--- src/verilog/psram_cfg_pkg.sv ---
// Constants for the PSRAM configuration access block
package psram_cfg_pkg;
    localparam int CS_W            = 2;
    localparam int CHAN_N          = 2;
    localparam int DATA_W          = 16;
    localparam int ADDR_W          = 32;
    localparam int CNT_W           = 12;
    localparam logic [31:0] LOW_WINDOW_BASE  = 32'h1000_0000;
    localparam logic [31:0] HIGH_WINDOW_BASE = 32'h6000_0000;
    localparam logic [3:0]  WINDOW_MASK_BITS = 4'hf;
    localparam logic [2:0]  GUARD_CYCLES     = 3'h2;
    localparam logic [DATA_W-1:0] CFG_RESET  = 16'h0000;
    localparam int CFG_CYCLES_NS   = 200;
    localparam int CLK_PERIOD_NS   = 100;
    localparam logic [3:0] CFG_CYCLES =
        4'((CFG_CYCLES_NS + CLK_PERIOD_NS - 1) / CLK_PERIOD_NS);
    // Read data needs one more cycle through the pin synchroniser
    localparam logic [3:0] SYNC_LAG_CYCLES = 4'h1;

    typedef enum logic [1:0] {
        CFG_IDLE  = 2'b00,
        CFG_READ  = 2'b01,
        CFG_WRITE = 2'b10
    } cfg_state_e;

    function automatic logic in_low_window(input logic [31:0] a);
        in_low_window = (a[31:28] & WINDOW_MASK_BITS) == LOW_WINDOW_BASE[31:28];
    endfunction
endpackage

--- src/verilog/psram_config_access.sv ---
// PSRAM configuration register access and non-blocking read control
// Contract
// - Cancel aborts active read on channel 0/1
// - Accept config read for chip select 0-3 only while host_bus_sixteen_mode is set
// - Hold read enable; value valid after drop
// - Write config value via config enable
// - Low window accesses may corrupt data
// - High window accesses need no guard
// - Read fills FIFO, pauses when full
`timescale 1ns/1ns
`default_nettype none
module psram_config_access (
    // Clock and reset
    input  wire logic                                 clk,
    input  wire logic                                 nrst,
    // Mode and configuration requests
    input  wire logic                                 host_bus_sixteen_mode,
    input  wire logic                                 cfg_read_req,
    input  wire logic                                 cfg_write_req,
    input  wire logic [psram_cfg_pkg::CS_W-1:0]       chip_select_index,
    input  wire logic [psram_cfg_pkg::DATA_W-1:0]     cfg_wdata,
    output logic                                      cfg_read_en,
    output logic                                      cfg_write_en,
    output logic [psram_cfg_pkg::DATA_W-1:0]          cfg_value,
    output logic                                      cfg_refused,
    // Memory side
    output logic [3:0]                                mem_cs,
    output logic [psram_cfg_pkg::DATA_W-1:0]          mem_dout,
    output logic                                      mem_doe,
    input  wire logic [psram_cfg_pkg::DATA_W-1:0]     mem_din,
    // Non-blocking read channels
    input  wire logic                                 nb_start,
    input  wire logic                                 nb_cancel,
    input  wire logic                                 read_channel_index,
    input  wire logic [psram_cfg_pkg::CNT_W-1:0]      nb_count,
    input  wire logic                                 fifo_full,
    input  wire logic                                 item_done,
    output logic [1:0]                                nb_busy,
    output logic [1:0]                                nb_fetch,
    // Window access guard
    input  wire logic                                 acc_req,
    input  wire logic [psram_cfg_pkg::ADDR_W-1:0]     acc_addr,
    output logic                                      acc_go
);
    import psram_cfg_pkg::*;

    cfg_state_e        state_reg, state_next;
    logic [3:0]        cnt_reg, cnt_next;
    logic [1:0]        cs_reg, cs_next;
    logic [DATA_W-1:0] val_reg, val_next;
    logic [DATA_W-1:0] wd_reg, wd_next;
    logic              ref_reg, ref_next;
    logic [2:0]        guard_reg, guard_next;
    logic              go_reg, go_next;
    logic              rd_en_reg, rd_en_next;
    logic              wr_en_reg, wr_en_next;
    logic [3:0]        cs_oh_reg, cs_oh_next;
    logic [1:0]        busy_w, fetch_w;
    logic [1:0]        busy_reg, fetch_reg;
    logic              mode_s1_reg, mode_s2_reg;
    logic [DATA_W-1:0] din_s1_reg, din_s2_reg;

    // Configuration sequencer
    always_comb begin
        state_next = state_reg;
        cnt_next   = cnt_reg;
        cs_next    = cs_reg;
        val_next   = val_reg;
        wd_next    = wd_reg;
        ref_next   = 1'b0;
        case (state_reg)
            CFG_IDLE: begin
                if ((cfg_read_req || cfg_write_req) && !mode_s2_reg) begin
                    ref_next = 1'b1;
                end else if (cfg_read_req) begin
                    state_next = CFG_READ;
                    cs_next    = chip_select_index;
                    cnt_next   = CFG_CYCLES + SYNC_LAG_CYCLES;
                end else if (cfg_write_req) begin
                    state_next = CFG_WRITE;
                    cs_next    = chip_select_index;
                    wd_next    = cfg_wdata;
                    cnt_next   = CFG_CYCLES;
                end
            end
            CFG_READ: begin
                cnt_next = cnt_reg - 4'h1;
                if (cnt_reg == 4'h1) begin
                    val_next   = din_s2_reg;
                    state_next = CFG_IDLE;
                end
            end
            CFG_WRITE: begin
                cnt_next = cnt_reg - 4'h1;
                if (cnt_reg == 4'h1) begin
                    state_next = CFG_IDLE;
                end
            end
            default: state_next = CFG_IDLE;
        endcase
        // Strobes registered from the next state
        rd_en_next = state_next == CFG_READ;
        wr_en_next = state_next == CFG_WRITE;
        cs_oh_next = (state_next == CFG_IDLE) ? 4'h0 : 4'(4'h1 << cs_next);
    end

    // Low window guard: two extra cycles before the access proceeds
    always_comb begin
        guard_next = 3'h0;
        go_next    = 1'b0;
        if (acc_req && in_low_window(acc_addr)) begin
            guard_next = (guard_reg == GUARD_CYCLES) ? GUARD_CYCLES : guard_reg + 3'h1;
            go_next    = guard_reg == GUARD_CYCLES;
        end else if (acc_req) begin
            go_next = 1'b1;
        end
    end

    always_ff @(posedge clk) begin
        if (!nrst) begin
            state_reg   <= CFG_IDLE;
            cnt_reg     <= 4'h0;
            cs_reg      <= 2'h0;
            val_reg     <= CFG_RESET;
            wd_reg      <= CFG_RESET;
            ref_reg     <= 1'b0;
            guard_reg   <= 3'h0;
            go_reg      <= 1'b0;
            rd_en_reg   <= 1'b0;
            wr_en_reg   <= 1'b0;
            cs_oh_reg   <= 4'h0;
            busy_reg    <= 2'h0;
            fetch_reg   <= 2'h0;
            mode_s1_reg <= 1'b0;
            mode_s2_reg <= 1'b0;
            din_s1_reg  <= '0;
            din_s2_reg  <= '0;
        end else begin
            state_reg   <= state_next;
            cnt_reg     <= cnt_next;
            cs_reg      <= cs_next;
            val_reg     <= val_next;
            wd_reg      <= wd_next;
            ref_reg     <= ref_next;
            guard_reg   <= guard_next;
            go_reg      <= go_next;
            rd_en_reg   <= rd_en_next;
            wr_en_reg   <= wr_en_next;
            cs_oh_reg   <= cs_oh_next;
            busy_reg    <= busy_w;
            fetch_reg   <= fetch_w;
            mode_s1_reg <= host_bus_sixteen_mode;
            mode_s2_reg <= mode_s1_reg;
            din_s1_reg  <= mem_din;
            din_s2_reg  <= din_s1_reg;
        end
    end

    // Two read channels
    for (genvar c = 0; c < CHAN_N; c++) begin : g_chan
        nb_read_channel u_chan (
            .clk       (clk),
            .nrst      (nrst),
            .start     (nb_start && (read_channel_index == 1'(c))),
            .count     (nb_count),
            .cancel    (nb_cancel && (read_channel_index == 1'(c))),
            .fifo_full (fifo_full),
            .item_done (item_done && (read_channel_index == 1'(c))),
            .busy      (busy_w[c]),
            .fetch     (fetch_w[c]),
            .remain    ()
        );
    end

    assign cfg_read_en  = rd_en_reg;
    assign cfg_write_en = wr_en_reg;
    assign cfg_value    = val_reg;
    assign cfg_refused  = ref_reg;
    assign mem_cs       = cs_oh_reg;
    assign mem_dout     = wd_reg;
    assign mem_doe      = wr_en_reg;
    assign nb_busy      = busy_reg;
    assign nb_fetch     = fetch_reg;
    assign acc_go       = go_reg;

    a_read_en_len: assert property (@(posedge clk) disable iff (!nrst)
        $rose(cfg_read_en) |-> cfg_read_en [*3] ##1 !cfg_read_en)
        else $error("read enable length wrong");
    a_write_en_len: assert property (@(posedge clk) disable iff (!nrst)
        $rose(cfg_write_en) |-> cfg_write_en [*2] ##1 !cfg_write_en)
        else $error("write enable length wrong");
    a_value_after_drop: assert property (@(posedge clk) disable iff (!nrst)
        cfg_read_en |=> $stable(cfg_value) || $fell(cfg_read_en))
        else $error("config value changed while enable high");
    a_mode_refuse: assert property (@(posedge clk) disable iff (!nrst)
        (state_reg == CFG_IDLE && cfg_read_req && !mode_s2_reg) |=> cfg_refused && !cfg_read_en)
        else $error("request not refused outside host mode");
    a_write_start: assert property (@(posedge clk) disable iff (!nrst)
        (state_reg == CFG_IDLE && !cfg_read_req && cfg_write_req && mode_s2_reg) |=> cfg_write_en && mem_doe)
        else $error("write enable not raised");
    a_cs_select: assert property (@(posedge clk) disable iff (!nrst)
        (state_reg == CFG_IDLE && (cfg_read_req || cfg_write_req) && mode_s2_reg)
        |=> mem_cs == 4'(4'h1 << $past(chip_select_index)))
        else $error("chip select does not follow request");
    a_cancel_idle: assert property (@(posedge clk) disable iff (!nrst)
        nb_cancel |=> ##1 !nb_busy[$past(read_channel_index, 2)] && !nb_fetch[$past(read_channel_index, 2)])
        else $error("channel not cancelled");
    a_full_pause: assert property (@(posedge clk) disable iff (!nrst)
        fifo_full |=> nb_fetch == 2'h0)
        else $error("fetch while fifo full");
    a_guard_low: assert property (@(posedge clk) disable iff (!nrst)
        $rose(acc_req) && in_low_window(acc_addr) |=> !acc_go [*2])
        else $error("low window access not delayed");
    a_guard_grant: assert property (@(posedge clk) disable iff (!nrst)
        (acc_req && in_low_window(acc_addr)) [*3] |=> acc_go)
        else $error("low window access never granted");
    a_high_free: assert property (@(posedge clk) disable iff (!nrst)
        acc_req && !in_low_window(acc_addr) |=> acc_go)
        else $error("high window access delayed");
endmodule
`default_nettype wire

--- src/verilog/nb_read_channel.sv ---
// One non-blocking read channel with count and cancel
`timescale 1ns/1ns
`default_nettype none
module nb_read_channel (
    // Clock and reset
    input  wire logic                           clk,
    input  wire logic                           nrst,
    // Control
    input  wire logic                           start,
    input  wire logic [psram_cfg_pkg::CNT_W-1:0] count,
    input  wire logic                           cancel,
    input  wire logic                           fifo_full,
    input  wire logic                           item_done,
    // Status
    output logic                                busy,
    output logic                                fetch,
    output logic [psram_cfg_pkg::CNT_W-1:0]      remain
);
    import psram_cfg_pkg::*;

    logic             busy_reg;
    logic             busy_next;
    logic [CNT_W-1:0] remain_reg;
    logic [CNT_W-1:0] remain_next;

    always_comb begin
        busy_next   = busy_reg;
        remain_next = remain_reg;
        if (cancel) begin
            busy_next   = 1'b0;
            remain_next = '0;
        end else if (!busy_reg && start && count != '0) begin
            busy_next   = 1'b1;
            remain_next = count;
        end else if (busy_reg && item_done) begin
            remain_next = remain_reg - 12'h001;
            busy_next   = remain_reg != 12'h001;
        end
    end

    always_ff @(posedge clk) begin
        if (!nrst) begin
            busy_reg   <= 1'b0;
            remain_reg <= '0;
        end else begin
            busy_reg   <= busy_next;
            remain_reg <= remain_next;
        end
    end

    assign busy   = busy_reg;
    assign remain = remain_reg;
    assign fetch  = busy_reg && !fifo_full && !cancel;
endmodule
`default_nettype wire

--- config.mk ---
export PLATFORM = sky130hd
export DESIGN_NAME = psram_config_access
export DESIGN_NICKNAME = d
export VERILOG_FILES = /design/src/verilog/psram_cfg_pkg.sv /design/src/verilog/psram_config_access.sv /design/src/verilog/nb_read_channel.sv
export SDC_FILE = /design/constraint.sdc
export NUM_CORES = 1
export LEC_CHECK = 0
export BUFFER_PORTS_ARGS = -buffer_cell sky130_fd_sc_hd__buf_4
export CAP_MARGIN = 20
export CORE_MARGIN = 8
export CORE_UTILIZATION = 41
export CTS_BUF_LIST = sky130_fd_sc_hd__clkbuf_8 sky130_fd_sc_hd__clkbuf_16
export DETAILED_ROUTE_END_ITERATION = 7
export GPL_TIMING_DRIVEN = 0
export PLACE_DENSITY_LB_ADDON = 0.12
export SYNTH_ARGS = -nofsm -noshare
export SYNTH_HDL_FRONTEND = slang
export SYNTH_SLANG_ARGS = --single-unit
export TNS_END_PERCENT = 1
--- constraint.sdc ---
create_clock -name clk -period 4.15 [get_ports clk]
set_clock_uncertainty 0.15 [all_clocks]
set_input_delay 0.415 -clock clk [delete_from_list [all_inputs] [get_ports clk]]
set_output_delay 0.415 -clock clk [all_outputs]
set_load 0.01 [all_outputs]
# Word level (Yosys, flattened, before mapping)
# Cells that the tools add are included.
[word_totals] word_cells=109 input_bits=89 reg_bits=115
[classes] add_sub_neg=4 n_mux=25 bitwise_logic=5 shifts=1 n_eq_ne=11 n_reduce_logical=41
[op_table] operator="12-bit 2-to-1 mux" n=4
[op_table] operator="12-bit by 1-bit inequality test with 1-bit output (second input constant)" n=2
[op_table] operator="12-bit by 1-bit subtractor with 12-bit output (second input constant)" n=2
[op_table] operator="1-bit logical AND" n=18
[op_table] operator="2-bit 2-to-1 mux" n=9
[op_table] operator="4-bit 2-to-1 mux" n=3
[op_table] operator="12-bit nonzero test" n=1
[op_table] operator="4-bit by 1-bit equality test with 1-bit output (second input constant)" n=2
[op_table] operator="4-bit one-hot mux with 2 select lines" n=1
[op_table] operator="2-bit OR reduction" n=4
[op_table] operator="1-bit 2-to-1 mux" n=7
[op_table] operator="1-bit logical NOT" n=6
[op_table] operator="2-bit AND reduction" n=3
[op_table] operator="2-bit nonzero test" n=3
[op_table] operator="1-bit inverter" n=5
[op_table] operator="2-bit by 1-bit equality test with 1-bit output (second input constant)" n=2
[op_table] operator="2-bit equality test (second input constant)" n=2
[op_table] operator="2-bit logical NOT" n=2
[op_table] operator="2-bit one-hot mux with 2 select lines" n=1
[op_table] operator="4-bit AND reduction" n=1
[op_table] operator="1-bit by 2-bit << shifter with 4-bit output (first input constant)" n=1
[op_table] operator="4-bit by 1-bit subtractor with 4-bit output (second input constant)" n=1
[op_table] operator="3-bit by 1-bit adder with 3-bit output (second input constant)" n=1
[op_table] operator="3-bit by 2-bit equality test with 1-bit output (second input constant)" n=1
[op_table] operator="other kinds (5)" n=5

# Depth between registers and ports, before layout
[logic_depth] ltp_word=6 ltp_mapped=7

# Hierarchy
# A second synthesis with hierarchy kept.
[unflattened] cells_unflattened=506 hier_area_um2=4718.3
[modules_own_cells] module="psram_config_access" seq_area_each_um2=1781.7 instances=1 cells_per_inst=322 area_each_um2=3171.8
[modules_own_cells] module="nb_read_channel" seq_area_each_um2=260.2 instances=2 cells_per_inst=92 area_each_um2=773.2

# Worst setup path after synthesis
# OpenSTA, ideal clock, no wires.
[synth_path] path_type="input to register" from="in nb_count[1] (netlist bit)" to="reg g_chan[1].u_chan.remain_reg[7]" n_path_buf=1 t_arrival_ns=1.743 path_stages=5 setup_slack_ns=2.182 required_ns=3.926 path_cell_list="or4_1 > o31ai_1 > buf_2 > nand3_1 > a31oi_1"
[synth_between] elab_chain_cells=3 word_cells_on_any_way=4 cone_classes="1 x mux; 3 x reduce/logical"
[synth_lines] element="from (decl)" line_no="psram_config_access.sv:35" rtl="input wire logic [psram_cfg_pkg::CNT_W-1:0] nb_count,"
[synth_lines] element="12-bit nonzero test *" line_no="nb_read_channel.sv:32" rtl="end else if (!busy_reg && start && count != '0) begin"
[synth_lines] element="1-bit logical AND *" line_no="nb_read_channel.sv:32"
[synth_lines] element="12-bit 2-to-1 mux / 2-bit nonzero test (equally long branches)"
[synth_lines] element="to (signal assigned)" line_no="nb_read_channel.sv:47" rtl="remain_reg <= remain_next;"
[synth_lines] element="to (decl)" line_no="nb_read_channel.sv:23" rtl="logic [CNT_W-1:0] remain_reg;"
# Every way passes the cells marked *; elsewhere a longest branch is shown, timed or not.
# A chain may end at the register's enable or synchronous reset.

# Final worst setup path
[layout_path] from="reg g_chan[0].u_chan.remain_reg[0]" to="reg g_chan[0].u_chan.remain_reg[7]"
[layout_between] elab_chain_cells=3
[layout_lines] element="from (decl)" line_no="nb_read_channel.sv:23"
[layout_lines] element="from (signal assigned)" line_no="nb_read_channel.sv:47"
[layout_lines] element="12-bit by 1-bit subtractor with 12-bit output" line_no="nb_read_channel.sv:36" rtl="remain_next = remain_reg - 12'h001;"
[layout_lines] element="12-bit 2-to-1 mux" line_no="nb_read_channel.sv:35" rtl="end else if (busy_reg && item_done) begin"
[layout_lines] element="12-bit 2-to-1 mux" line_no="nb_read_channel.sv:32"
# Every way passes these cells. The select of a mux whose other input is x is not followed.

==> results_dict.tcl <==
set metrics [dict create \
    setup_viol 0 \
    rows 39 \
    grt_pass1_vias 3983 \
    cts_root_buffer "clkbuf_16" \
    worstRegToRegCells 5 \
    drv_slew 0 \
    r2r_end "g_chan[0].u_chan.remain[7]" \
    status "complete, no violations" \
    dp_hpwl_um 8970 \
    hold_start "mem_din[3]" \
    htree_levels 4 \
    ys.flop_type "dfxtp_1" \
    p_seq_share_pct 41.0 \
    wl_um 12300 \
    netlist_area_um2 4650 \
    instances_no_fill 803 \
    end_kind "flip-flop" \
    power.density_nw_per_um2 458 \
    p_leak_nw 2.55 \
    ctsLongestPathBuffers 2 \
    cts_tree "yes" \
    final.setup.tns_ps 0 \
    cts_resized 0 \
    synth_edf_count 0 \
    numPortBuffers 103 \
    dpl.cell_count 771 \
    rsz0062_at_grt "no" \
    grt_max_degree 17 \
    combPwrFrac_pct 8.2 \
    hold_buffers 0 \
    cts.clk_slew.worst_paths_ps 60 \
    hold_path_depth 2 \
    io_pins 134 \
    min_period_ps 2060 \
    hold_path_class "in2reg" \
    place_area_um2 5600 \
    r2r-start "g_chan[0].u_chan.remain[0]" \
    async_flop_share_pct 0 \
    cts_buffers 17 \
    post_cts_buffers 0 \
    syn_nets 625 \
    globalRouteOverflowTotal 0 \
    critPathArrivalTime_ps 2260 \
    worstPathMaxFanout 6 \
    postLayoutCellArea_um2 6200 \
    clk-insertion-delay-late_ps 410 \
    grt_usage_pct 16.8 \
    switching_share_pct 23.2 \
    avgSynthCellArea_um2 8.86 \
    ys_warn_count 0 \
    routed_via_density 5.19 \
    syn2layout_area_growth_pct 33.3 \
    cts.sinks 115 \
    critPathLaunchType "flip-flop" \
    fin_util_pct 55.3 \
    gp_congestion 0.867 \
    dieArea_um2 15000 \
    internal-power_mw 2.18 \
    antenna_found_initial 0 \
    largest_register_ffs 24 \
    r2r_setup_slack_ps 2090 \
    p_clk_share_pct 50.7 \
    drtAntennaViolNets 0 \
    vias 4169 \
    core_um2 11200 \
    peakVddDrop_mv 0.281 \
    fin_crit_sh_pct 49.6 \
    synthCells 525 \
    worstMarginPinSlew_ps 562 \
    diodes 0 \
    slew_headroom_pct 62.4 \
    drc 0 \
    synth-seq-area-share_pct 49.5 \
    p_sw_mw 0.660 \
    hold_viol_final 0 \
    drive_above_1_share_pct 22.7 \
    die_y_um 123 \
    crit_required_ps 4350 \
    min_delay_worst_endpoint "din_s1_reg[3]" \
    dr.pass1.iters 5 \
    fmax_mhz 485 \
    finalNetCount 747 \
    grt_first_pass_wirelength_um 19600 \
    initial_core_util_pct 41.4 \
    avgRoutedWirePerCell_um 15.3 \
    maxCapViolations 0 \
    crit_type "reg2reg" \
    synth-seq-cells 115 \
    final_common_cell "dfxtp_1" \
    final_cell_mix "115 x dfxtp_1, 104 x buf_4, 80 x nand2_1, 48 x a21oi_1, 38 x and2_1" \
    synth.distinct_cells 48 \
    dieWidth_um 123 \
    power.total_mw 2.84 \
    drt_iter0_markers 236 \
]
==> worst max-delay path, cell delays in order, from the launching register on <==
cell,delay (ps)
dfxtp_1,340
or4_1,510
clkbuf_1,180
or2_2,330
or3_1,310
a31oi_1,160
==> layer usage <==
metal,up-vias,part of all wire [%],track usage (%)
li1,2101,-,-
met1,1940,41,18.4
met2,105,51,29.3
met3,23,5.8,4.83
met4,0,2.4,8.45
met5,-,0,0
==> stage by stage <==
step / setup WS (ps) / hold slack, ps
floorplan: 2180 / 262
global placement: 1820 / 266
detailed placement: 1780 / 269
CTS: 2090 / 38.8
global route: 1870 / 46.2
finish: 2090 / 57.7
==> worst max path at each step <==
stage	startpoint	end	slack, ps
after floorplan	nb_count[1]	g_chan[1].u_chan.remain[7]	2180
after global placement	nb_count[2]	g_chan[1].u_chan.remain[7]	1820
after detailed placement	nb_count[1]	g_chan[1].u_chan.remain[6]	1780
after CTS	g_chan[0].u_chan.remain[0]	g_chan[0].u_chan.remain[7]	2090
after global routing	state_reg[0]	mem_dout[14]	1870
final	g_chan[0].u_chan.remain[0]	g_chan[0].u_chan.remain[7]	2090
==> power groups by stage <==
stage	combinational [mW]	sequential (mW)	clock [mW]
after floorplan	0.133	1.19	0
after detailed placement	0.233	1.19	0
after global routing	0.260	1.17	1.52
final	0.234	1.17	1.44
after CTS	0.235	1.17	1.47
after global placement	0.230	1.19	0
==> cells in the mapped netlist, types with 2 or more instances <==
cell	n	area, um^2
dfxtp_1	115	2300
nand2_1	80	300
a21oi_1	48	240
and2_1	38	238
clkbuf_1	30	113
nand3_1	24	120
nor2_1	21	78.8
a21boi_0	19	143
inv_1	13	48.8
ha_1	11	138
a31oi_1	10	62.6
nor4_1	8	50.1
and3_1	7	43.8
or4_1	7	52.6
o21ai_0	6	30.0
o31ai_1	6	45.0
nand2b_1	5	31.3
o211a_1	5	50.1
o211ai_1	5	37.5
a32oi_1	4	35.0
and3b_1	4	35.0
nor3_1	4	20.0
nor3b_1	4	30.0
o21a_1	4	30.0
or2_2	4	25.0
or3b_2	4	35.0
a211oi_1	3	22.5
a22oi_1	3	22.5
mux2i_1	3	30.0
nand4_1	3	18.8
and4b_1	2	20.0
buf_2	2	10.0
nand3b_1	2	15.0
nand4b_1	2	17.5
o22ai_1	2	12.5
o311ai_0	2	17.5
o31a_1	2	17.5
or3_2	2	15.0
or4_4	2	22.5
==> kinds of logic after synthesis <==
group,count (synthesis),synth area share (%)
AND/OR/NAND/NOR,225,25.4
multiplexers,3,0.646
AO/OA/AOI/OAI,125,17.6
flip-flops,115,49.5
adder cells (fa/ha/maj),11,2.96
buffers and inverters,46,3.85
==> cell type report <==
class                   instances  area [um^2]
flip-flops and latches        115         2300
clock inverters                12          130
repair buffers                103          773
well taps                     143          179
plain buffers                  33          130
clock buffers                  20          467
fillers                      1064         5020
multi-input cells             364         2170
inverters                      13         48.8
No activity file was read; power rests on OpenSTA's default activity.
